--- config.mk ---
export PLATFORM = sky130hd
export DESIGN_NAME = idl_loader
export DESIGN_NICKNAME = d
export VERILOG_FILES = /design/src/core/idl_pkg.sv /design/src/core/idl_loader.sv /design/src/core/idl_sync.sv
export SDC_FILE = /design/constraint.sdc
export NUM_CORES = 1
export LEC_CHECK = 0
export ABC_AREA = 1
export BUFFER_PORTS_ARGS = -buffer_cell sky130_fd_sc_hd__buf_2
export CORE_ASPECT_RATIO = 1.5
export CORE_UTILIZATION = 40
export DETAILED_ROUTE_END_ITERATION = 10
export PLACE_DENSITY = 0.64
export SKIP_CTS_REPAIR_TIMING = 1
export SKIP_LAST_GASP = 1
export SLEW_MARGIN = 10
export SYNTH_ARGS = -nofsm -noshare
export SYNTH_HDL_FRONTEND = slang
export SYNTH_SLANG_ARGS = --single-unit
export TNS_END_PERCENT = 100
--- constraint.sdc ---
create_clock -name ref_clk -period 3.9 [get_ports ref_clk]
set_input_delay 0 -clock ref_clk [delete_from_list [all_inputs] [get_ports ref_clk]]
set_output_delay 0 -clock ref_clk [all_outputs]
set_load 0.03 [all_outputs]
--- src/core/idl_pkg.sv ---
// Constants, types and helper functions for the I2C channel code loader
package idl_pkg;

  // ==========================================================
  // Address and byte framing
  localparam logic [3:0] ADDR_PREFIX = 4'h9;   // Fixed upper address bits
  localparam logic [3:0] BITS_PER_BYTE = 4'h8; // Bits shifted before an ack
  localparam logic [1:0] BYTE_ADDR = 2'h0;     // Byte index of the address
  localparam logic [1:0] BYTE_CHAN = 2'h1;     // Byte index of the channel byte
  localparam logic [1:0] BYTE_DATA = 2'h2;     // Byte index of the code byte

  // ==========================================================
  // Channels and reset values
  localparam int NUM_CHAN = 12;                 // Channel holding registers
  localparam logic [3:0] CHAN_FIRST = 4'h1;     // Lowest selecting nibble
  localparam logic [3:0] CHAN_LAST = 4'hc;      // Highest selecting nibble
  localparam logic [7:0] CODE_RESET = 8'h00;    // Code after reset
  localparam int SYNC_WIDTH = 5;                // Pins through the synchroniser

  // ==========================================================
  // Timing: serial clock against the sampling clock
  localparam int CLK_FREQ_KHZ = 100000;         // Sampling clock rate
  localparam int SCL_FAST_KHZ = 400;            // Fastest serial clock
  localparam int SCL_FAST_PERIOD_CYC = CLK_FREQ_KHZ / SCL_FAST_KHZ;

  // Receiver states
  typedef enum logic [1:0] {
    ST_IDLE = 2'b00,   // Bus free after reset or a stop
    ST_RECV = 2'b01,   // Shifting a byte in
    ST_ACK = 2'b10,    // Holding data low for the ack pulse
    ST_IGNORE = 2'b11  // Not addressed or past the code byte; wait for start or stop
  } idl_state_t;

  // Address byte hits this device with a write direction
  function automatic logic addr_hit(input logic [7:0] b, input logic [2:0] strap);
    addr_hit = (b[7:1] == {ADDR_PREFIX, strap}) && !b[0];
  endfunction

  // Channel nibble names one of the twelve channels
  function automatic logic chan_valid(input logic [7:0] b);
    chan_valid = (b[3:0] >= CHAN_FIRST) && (b[3:0] <= CHAN_LAST);
  endfunction

endpackage

--- src/core/idl_loader.sv ---
// Serial write receiver loading twelve channel code registers
`timescale 1ns/100ps
`default_nettype none
module idl_loader
  import idl_pkg::*;
(
  // Clock, reset, enable
  input wire logic ref_clk,
  input wire logic reset_n,
  input wire logic clk_en,
  // Serial bus pins; data is open drain
  input wire logic scl_in,
  input wire logic sda_in,
  output logic sda_out,
  output logic sda_oe,
  // Address straps
  input wire logic addr_strap_bit0,
  input wire logic addr_strap_bit1,
  input wire logic addr_strap_bit2,
  // Channel codes, channel one in the lowest byte
  output logic [NUM_CHAN-1:0][7:0] dac_code
);

  // ==========================================================
  // Pin sampling
  logic [SYNC_WIDTH-1:0] pin_sync; // Synchronised pins
  logic scl_s;                     // Synchronised clock line
  logic sda_s;                     // Synchronised data line
  logic [2:0] strap_s;             // Synchronised straps

  // At 100 MHz a 400 kHz serial clock gives about 250 samples per bit
  idl_sync #(.W(SYNC_WIDTH)) u_sync (
    .ref_clk(ref_clk),
    .reset_n(reset_n),
    .clk_en(clk_en),
    .pin_in({addr_strap_bit2, addr_strap_bit1, addr_strap_bit0, sda_in, scl_in}),
    .pin_sync(pin_sync)
  );

  assign scl_s = pin_sync[0];
  assign sda_s = pin_sync[1];
  assign strap_s = pin_sync[4:2];

  // ==========================================================
  // Receiver state
  idl_state_t state_reg, state_next;         // Receiver state
  logic scl_q_reg, scl_q_next;               // Clock line one sample back
  logic sda_q_reg, sda_q_next;               // Data line one sample back
  logic [3:0] bit_cnt_reg, bit_cnt_next;     // Bits shifted in this byte
  logic [1:0] byte_idx_reg, byte_idx_next;   // Which byte of the frame
  logic [7:0] shift_reg, shift_next;         // Incoming byte
  logic [7:0] chan_reg, chan_next;           // Channel byte kept for the write
  logic sda_oe_reg, sda_oe_next;             // Pulling data low
  logic [NUM_CHAN-1:0][7:0] dac_code_reg, dac_code_next; // Channel codes

  // Line events, all from synchronised samples
  logic start_det; // Data fell while clock high
  logic stop_det;  // Data rose while clock high
  logic scl_rise;  // Clock rising edge
  logic scl_fall;  // Clock falling edge
  logic byte_done; // Falling edge closing eight bits
  logic wr_commit; // Code byte lands in a channel
  logic [3:0] wr_idx; // Channel register index

  assign start_det = scl_s && scl_q_reg && sda_q_reg && !sda_s;
  assign stop_det = scl_s && scl_q_reg && !sda_q_reg && sda_s;
  assign scl_rise = scl_s && !scl_q_reg;
  assign scl_fall = !scl_s && scl_q_reg;
  assign byte_done = scl_fall && (bit_cnt_reg == BITS_PER_BYTE);
  assign wr_idx = chan_reg[3:0] - CHAN_FIRST;

  // ==========================================================
  // Next state of the receiver
  always_comb begin
    state_next = state_reg;
    scl_q_next = scl_s;
    sda_q_next = sda_s;
    bit_cnt_next = bit_cnt_reg;
    byte_idx_next = byte_idx_reg;
    shift_next = shift_reg;
    chan_next = chan_reg;
    sda_oe_next = sda_oe_reg;
    dac_code_next = dac_code_reg;
    wr_commit = 1'b0;
    if (stop_det) begin
      // Stop ends any frame; a cut-short frame writes nothing
      state_next = ST_IDLE;
      sda_oe_next = 1'b0;
    end else if (start_det) begin
      // Start, repeated or not, restarts the framing
      state_next = ST_RECV;
      bit_cnt_next = '0;
      byte_idx_next = BYTE_ADDR;
      sda_oe_next = 1'b0;
    end else begin
      unique case (state_reg)
        ST_IDLE: begin
          // Nothing until a start
        end
        ST_RECV: begin
          if (scl_rise && (bit_cnt_reg != BITS_PER_BYTE)) begin
            // Sample on the rising edge, first bit is the MSB
            shift_next = {shift_reg[6:0], sda_s};
            bit_cnt_next = bit_cnt_reg + 4'h1;
          end else if (byte_done) begin
            if (byte_idx_reg == BYTE_ADDR) begin
              // Address byte decides whether we take part
              if (addr_hit(shift_reg, strap_s)) begin
                state_next = ST_ACK;
                sda_oe_next = 1'b1;
              end else begin
                state_next = ST_IGNORE;
              end
            end else if (byte_idx_reg == BYTE_CHAN) begin
              // Channel byte: upper nibble is don't care
              chan_next = shift_reg;
              state_next = ST_ACK;
              sda_oe_next = 1'b1;
            end else if (byte_idx_reg == BYTE_DATA) begin
              state_next = ST_ACK;
              sda_oe_next = 1'b1;
              // Unselected nibbles are acked but write nothing
              if (chan_valid(chan_reg)) begin
                wr_commit = 1'b1;
                dac_code_next[wr_idx] = shift_reg;
              end
            end else begin
              // Bytes past the code byte are not acked
              state_next = ST_IGNORE;
            end
          end
        end
        ST_ACK: begin
          // Release at the end of the ack pulse
          if (scl_fall) begin
            state_next = ST_RECV;
            sda_oe_next = 1'b0;
            bit_cnt_next = '0;
            if (byte_idx_reg != 2'h3) begin
              byte_idx_next = byte_idx_reg + 2'h1;
            end
          end
        end
        ST_IGNORE: begin
          // Wait for start or stop
        end
      endcase
    end
  end

  // ==========================================================
  // Registers; the enable freezes everything
  always_ff @(posedge ref_clk or negedge reset_n) begin
    if (!reset_n) begin
      state_reg <= ST_IDLE;
      scl_q_reg <= 1'b1; // Idle high, same as the synchroniser
      sda_q_reg <= 1'b1; // Idle high, same as the synchroniser
      bit_cnt_reg <= '0;
      byte_idx_reg <= BYTE_ADDR;
      shift_reg <= '0;
      chan_reg <= '0;
      sda_oe_reg <= 1'b0;
      dac_code_reg <= {NUM_CHAN{CODE_RESET}};
    end else if (clk_en) begin
      state_reg <= state_next;
      scl_q_reg <= scl_q_next;
      sda_q_reg <= sda_q_next;
      bit_cnt_reg <= bit_cnt_next;
      byte_idx_reg <= byte_idx_next;
      shift_reg <= shift_next;
      chan_reg <= chan_next;
      sda_oe_reg <= sda_oe_next;
      dac_code_reg <= dac_code_next;
    end
  end

  // Open drain: only ever drive low
  logic sda_out_reg; // Constant low drive value
  always_ff @(posedge ref_clk or negedge reset_n) begin
    if (!reset_n) begin
      sda_out_reg <= 1'b0;
    end else if (clk_en) begin
      sda_out_reg <= 1'b0;
    end
  end

  assign sda_out = sda_out_reg;
  assign sda_oe = sda_oe_reg;
  assign dac_code = dac_code_reg;
endmodule // idl_loader
`default_nettype wire

--- src/core/idl_sync.sv ---
// Two flip-flop synchroniser for asynchronous pin inputs
`timescale 1ns/100ps
`default_nettype none
module idl_sync #(
  parameter int W = 1
) (
  // Clock, reset, enable
  input wire logic ref_clk,
  input wire logic reset_n,
  input wire logic clk_en,
  // Pins in, synchronised out
  input wire logic [W-1:0] pin_in,
  output logic [W-1:0] pin_sync
);

  logic [W-1:0] meta_reg; // First stage, read by the second stage only
  logic [W-1:0] sync_reg; // Second stage, safe to use

  // ==========================================================
  // Two stages; reset to the idle-high bus level so no false edge follows reset
  always_ff @(posedge ref_clk or negedge reset_n) begin
    if (!reset_n) begin
      meta_reg <= '1;
      sync_reg <= '1;
    end else if (clk_en) begin
      meta_reg <= pin_in;
      sync_reg <= meta_reg;
    end
  end

  assign pin_sync = sync_reg;

endmodule // idl_sync
`default_nettype wire

== After elaboration in Yosys (flattened, before gate mapping) ==
Index checks and enable logic that the tools add are counted.

* Magnitude comparators: 4
* Reductions and logical operators: 30
* $add $sub $neg: 3
* Bitwise gates (word level): 5
* Equal/unequal tests: 15
* Multiplexer cells: 31

{| class="wikitable"
|+ Operator list
! cell !! number
|-
| bitwise mux 96 bit || 1
|-
| demux 8 bit (select 4 bit) || 1
|-
| 2-to-1 mux 2 bit || 10
|-
| AND reduction 5 bit || 4
|-
| != test 4 bit, second input constant || 4
|-
| logical AND 1 bit || 12
|-
| 2-to-1 mux 1 bit || 12
|-
| 2-to-1 mux 4 bit || 3
|-
| AND reduction 10 bit || 1
|-
| >= comparator 4 x 1 -> 1 bit, second input constant || 2
|-
| 2-to-1 mux 8 bit || 1
|-
| case mux 4 bit (2 select lines) || 1
|-
| AND reduction 8 bit || 1
|-
| == test 7 bit || 1
|-
| AND reduction 7 bit || 1
|-
| != test 3 bit, second input constant || 2
|-
| != test 6 bit, second input constant || 1
|-
| nonzero test 2 bit || 3
|-
| logical NOT 1 bit || 5
|-
| < comparator 4 x 5 -> 1 bit, second input constant || 1
|-
| != test 5 bit, second input constant || 1
|-
| inverter 1 bit || 5
|-
| adder 4 x 1 -> 4 bit, second input constant || 1
|-
| == test 2 x 1 -> 1 bit, second input constant || 2
|-
| other kinds (11) || 12
|}

* Bits in registers: 129
* Output and inout bits: 98

== Logic depth before layout (Yosys ltp) ==
* Depth in word-level cells: 9
* Gate-level depth with buffers: 11
* Gate-level depth less buffers: 11

== By module ==
From an unflattened synthesis, not the netlist that was laid out.

* Cells, all modules: 670
* Area total of the unflattened synthesis: 6010.8 um^2

{| class="wikitable"
|+ By module, submodules not included
! module !! seq. area each (um^2) !! area an instance (um^2) !! cells each !! times used
|-
| idl_loader || 2980.4 || 5620.4 || 628 || 1
|-
| idl_sync || 262.8 || 390.4 || 42 || 1
|}

== Least setup slack after synthesis ==
OpenSTA, ideal clock, no wires.

* Kind: flip-flop to flip-flop
* Start point: register bit_cnt_reg[0]
* End point: register dac_code_reg, in the netlist dac_code[0]
* Arrival: 1658 ps
* Required time: 3782 ps
* Stages on the path, launching flop included: 11
* Setup slack: 2125 ps
* Buffers on the path: 1
* Period minus slack after synthesis: 1775 ps
* Path through: dfrtp_1 -> inv_1 -> ha_1 -> nand2_1 -> o21ai_2 -> nand3_1 -> nor3_4 -> buf_12 -> nand3_4 -> nand2_1 -> nand2_1

* Longest elaborated chain between the ends: 4
* Elaborated cells on any way between the ends: 6
* Classes of those cells: eq/ne (2); bitwise (1); reduce/logical (3)

{| class="wikitable"
|+ Ends and longest elaborated chain
! what !! line !! RTL
|-
| start, declared || idl_loader.sv:49 || <nowiki>logic [3:0] bit_cnt_reg, bit_cnt_next;</nowiki>
|-
| start signal, assigned || idl_loader.sv:168 || <nowiki>bit_cnt_reg <= bit_cnt_next;</nowiki>
|-
| != test 4 bit || idl_loader.sv:101 || <nowiki>if (scl_rise && (bit_cnt_reg != BITS_PER_BYTE)) begin</nowiki>
|-
| logical AND 1 bit || idl_loader.sv:101 ||
|-
| inverter 1 bit (no source line) || - ||
|-
| AND reduction 10 bit (no source line) (*) || - ||
|-
| end signal, assigned || idl_loader.sv:163 || <nowiki>dac_code_reg <= {NUM_CHAN{CODE_RESET}};</nowiki>
|-
| end signal, assigned || idl_loader.sv:173 || <nowiki>dac_code_reg <= dac_code_next;</nowiki>
|-
| end, declared || idl_loader.sv:54 || <nowiki>logic [NUM_CHAN-1:0][7:0] dac_code_reg, dac_code_next;</nowiki>
|}

Every way passes the cells marked *; elsewhere a longest branch is shown, timed or not.
A chain may end at the register's enable or synchronous reset.

== Final worst setup path ==
* Start point: register u_sync.sync_reg[1], in the netlist u_sync.pin_sync[1]
* End point: register dac_code_reg, in the netlist dac_code[60]

* Longest elaborated chain between the ends: 4
* Elaborated cells on any way between the ends: 6
* Classes of those cells: bitwise (2); reduce/logical (4)

{| class="wikitable"
|+ Ends and longest elaborated chain
! what !! line !! RTL
|-
| start, declared || idl_sync.sv:17 || <nowiki>logic [W-1:0] sync_reg;</nowiki>
|-
| start signal, assigned || idl_sync.sv:27 || <nowiki>sync_reg <= meta_reg;</nowiki>
|-
| logical NOT 1 bit || idl_loader.sv:65 || <nowiki>assign start_det = scl_s && scl_q_reg && sda_q_reg && !sda_s;</nowiki>
|-
| logical AND 1 bit || idl_loader.sv:65 ||
|-
| inverter 1 bit (no source line) || - ||
|-
| AND reduction 10 bit (no source line) (*) || - ||
|}

Marked as above.

==> flow_summary.yaml <==
worst_setup_path:
  path_depth: 8
  crit_required_ps: 4200
  path_buf_inv: 2
  start_kind: "register"
  worst_path_largest_cell_delay_ps: 630
  rr_worst_depth: 8
  worst_setup_path_end_kind: "register"
  worstSetupPathType: "reg2reg"
  cpMaxStageDelayCell: "nor3_4"
  cp_cell_sequence: "inv_1, nand3_1, nand3_1, nor3_4, buf_4, nand3_1, nand2_1, nand2_1"
  path_max_fanout: 27
  crit_arrival_ps: 3010
  cp_common_cell: "nand3_1"
  path_delay_family: "simple AND/OR/NAND/NOR gates"
outcome:
  status: "complete, but fails checks"
  failed_checks: "hold timing"
drt:
  drc: 0
  routed_wirelength_um: 14300
  routed-via-count: 4993
  drtIter0Drc: 210
  wl_per_cell_um: 14.5
  antenna_left: 0
  via_per_inst: 5.06
  drtPass1Iterations: 4
synthesis:
  synth-main-ff-cell: "dfrtp_1"
  yosys.area_share.xor_xnor_pct: 0.145
  ys.warnings.count: 0
  ys_ff_latch: 129
  synth_mux_area_share_pct: 0
  synth_top_family_by_area: "simple AND/OR/NAND/NOR gates"
  yosys.area.top_type_share_pct: 48.4
  synthCells: 678
  synth_cell_type_count: 30
  yosys-top-cells-count: "nand2_1 (257), dfrtp_1 (117), nand4_1 (104)"
  seq_area_frac_synth_pct: 53.6
  synth_compound_area_share_pct: 2.46
  synth-async-reset-ratio_pct: 100
  synth-simple-area-share_pct: 33.7
  syn-num-nets: 694
  syn_area_um2: 6050
  synth-edff-count: 0
  synth_top_area_cell: "dfrtp_1"
  synthTopCellsByArea: "dfrtp_1 (48%), nand2_1 (16%), nand4_1 (11%)"
  synth_fa_ha_area_share_pct: 1.65
  avgSynthCellArea_um2: 8.92
  yosysMostFrequentCell: "nand2_1"
flow_run:
  cap_violations: 0
sta:
  setup_viol: 0
  drv_slew: 0
  fmax_mhz: 368
  fin_ws_ps: 1180
  slew_headroom_pct: 35.8
  rsz0062_at_grt: "no"
  min_period_ps: 2720
  hold_viol: 6
  fin_crit_sh_pct: 69.7
  worstMarginPinSlew_ps: 964
  fin_skew_ps: 11.5
  whs_ps: -30.5
  final.setup.tns_ps: 0
floorplanning:
  floorplan.die.width_um: 102
  coreArea_um2: 14700
  row_count: 54
  ios: 106
  die_area_um2: 15600
  fp.dieH_um: 153
  initial_core_util_pct: 41.3
clock_network:
  h-tree-depth: 4
  tritoncts: "built"
  cts_num_sinks: 129
  cts_max_path_buffers: 2
  clkLatencyLatePin_ps: 420
  clk_pin_slew_ps: 60
  cts_buffers: 17
  root_buffer: "clkbuf_16"
cells_and_area:
  final_nets: 794
  largest_register_ffs: 96
  diodes: 0
  fin_util_pct: 49.2
  layout.cells.non_filler: 987
  drive_above_1_share_pct: 22.0
  syn_to_final_growth_pct: 19.3
  finalInstanceArea_um2: 7220
min_path:
  hp-class: "in2reg"
  hold_path_depth: 3
grt:
  antenna_found_initial: 0
  overflow: 0
  grt_pass1_vias: 4607
  grt_pass1_wl_um: 23300
  grtUsageTotal_pct: 19.3
  grt_max_degree: 78
place:
  numPortBuffers: 104
  dp_slack_ps: 1230
  place_area_um2: 6570
  gp_congestion: 0.822
  hpwl_um: 9730
  dp.cells: 946
power_and_ir_drop:
  ir_drop_mv: 0.300
  p_leak_uw: 0.00394
  powerDensity_nw_per_um2: 482
## routing by layer
metal / up-vias / wire, um / global-route usage, % / part of all wire, %
li1: 2474 / - / - / -
met1: 2377 / 6010 / 23.4 / 42
met2: 125 / 7540 / 33.6 / 53
met3: 17 / 554 / 4.04 / 3.9
met4: 0 / 218 / 6.05 / 1.5
met5: - / 0 / 0 / 0
## cell usage in the layout (no fill, tap or decap), types with 3 or more instances in the layout
| master | netlist | routed |
|---|---|---|
| nand2_1 | 257 | 257 |
| dfrtp_1 | 117 | 117 |
| nand4_1 | 104 | 104 |
| buf_2 | 10 | 103 |
| inv_1 | 31 | 31 |
| nand3_1 | 25 | 25 |
| o21ai_0 | 25 | 25 |
| nor2_1 | 20 | 20 |
| clkbuf_16 | 0 | 17 |
| clkinv_1 | 12 | 12 |
| dfstp_2 | 12 | 12 |
| dlygate4sd3_1 | 0 | 9 |
| ha_1 | 8 | 8 |
| nand3_4 | 5 | 5 |
| clkinvlp_4 | 0 | 5 |
| buf_4 | 6 | 4 |
| inv_2 | 3 | 3 |
| nor3_2 | 3 | 3 |
| a21oi_1 | 3 | 3 |
| clkinv_2 | 0 | 3 |
| clkinv_4 | 0 | 3 |
| inv_6 | 0 | 3 |
| buf_12 | 1 | 3 |
## worst paths after layout
path / startpoint / to / slack (ps)
worst max-delay path: u_sync.pin_sync[1] / dac_code[60] / 1180
worst min-delay path: clk_en / u_sync.pin_sync[2] / -30
worst max register to register: u_sync.pin_sync[1] / dac_code[60] / 1180
worst min register to register: dac_code[46] / dac_code[46] / 460
max in group asynchronous: reset_n / sda_q_reg / 2650
min in group asynchronous: reset_n / dac_code[27] / 280
## kinds of logic (layout without fill, tap and decap cells)
family	count (synthesis)	after routing
compound gates	29	29
xor+xnor	1	1
fa+ha+maj	8	8
buf+inv	84	197
flops	129	129
other cells	1	1
simple gates	426	426
## tightest hold or removal path, stage by stage
cell and delay (ps):
buf_2 210, nand2_1 90, o21ai_0 70
## metrics by stage
stage / hold slack [ps] / power, uW
4_1_cts: -237 / 3500
3_5_place_dp: 205 / 2010
2_1_floorplan: -296 / 1860
5_1_grt: 3.98 / 3640
6_report: -30.5 / 3480
3_3_place_gp: 208 / 2000
## power breakdown
group          internal, uW  total [uW]  leakage [uW]  switching, uW
Sequential             1420        1570       0.00174            149
Clock                   879        1490      0.000262            608
Combinational           148         425       0.00193            276
Total                  2450        3480       0.00394           1030
## final cells by class
| class | instances | area [um2] |
|---|---|---|
| Inverter | 46 | 173 |
| Timing Repair Buffer | 119 | 696 |
| Multi-Input combinational cell | 465 | 2300 |
| Fill cell | 1444 | 7440 |
| Clock buffer | 17 | 425 |
| Clock inverter | 15 | 135 |
| Sequential cell | 129 | 3240 |
| Tap cell | 196 | 245 |
Note: power is estimated with default switching activity, not from simulation.
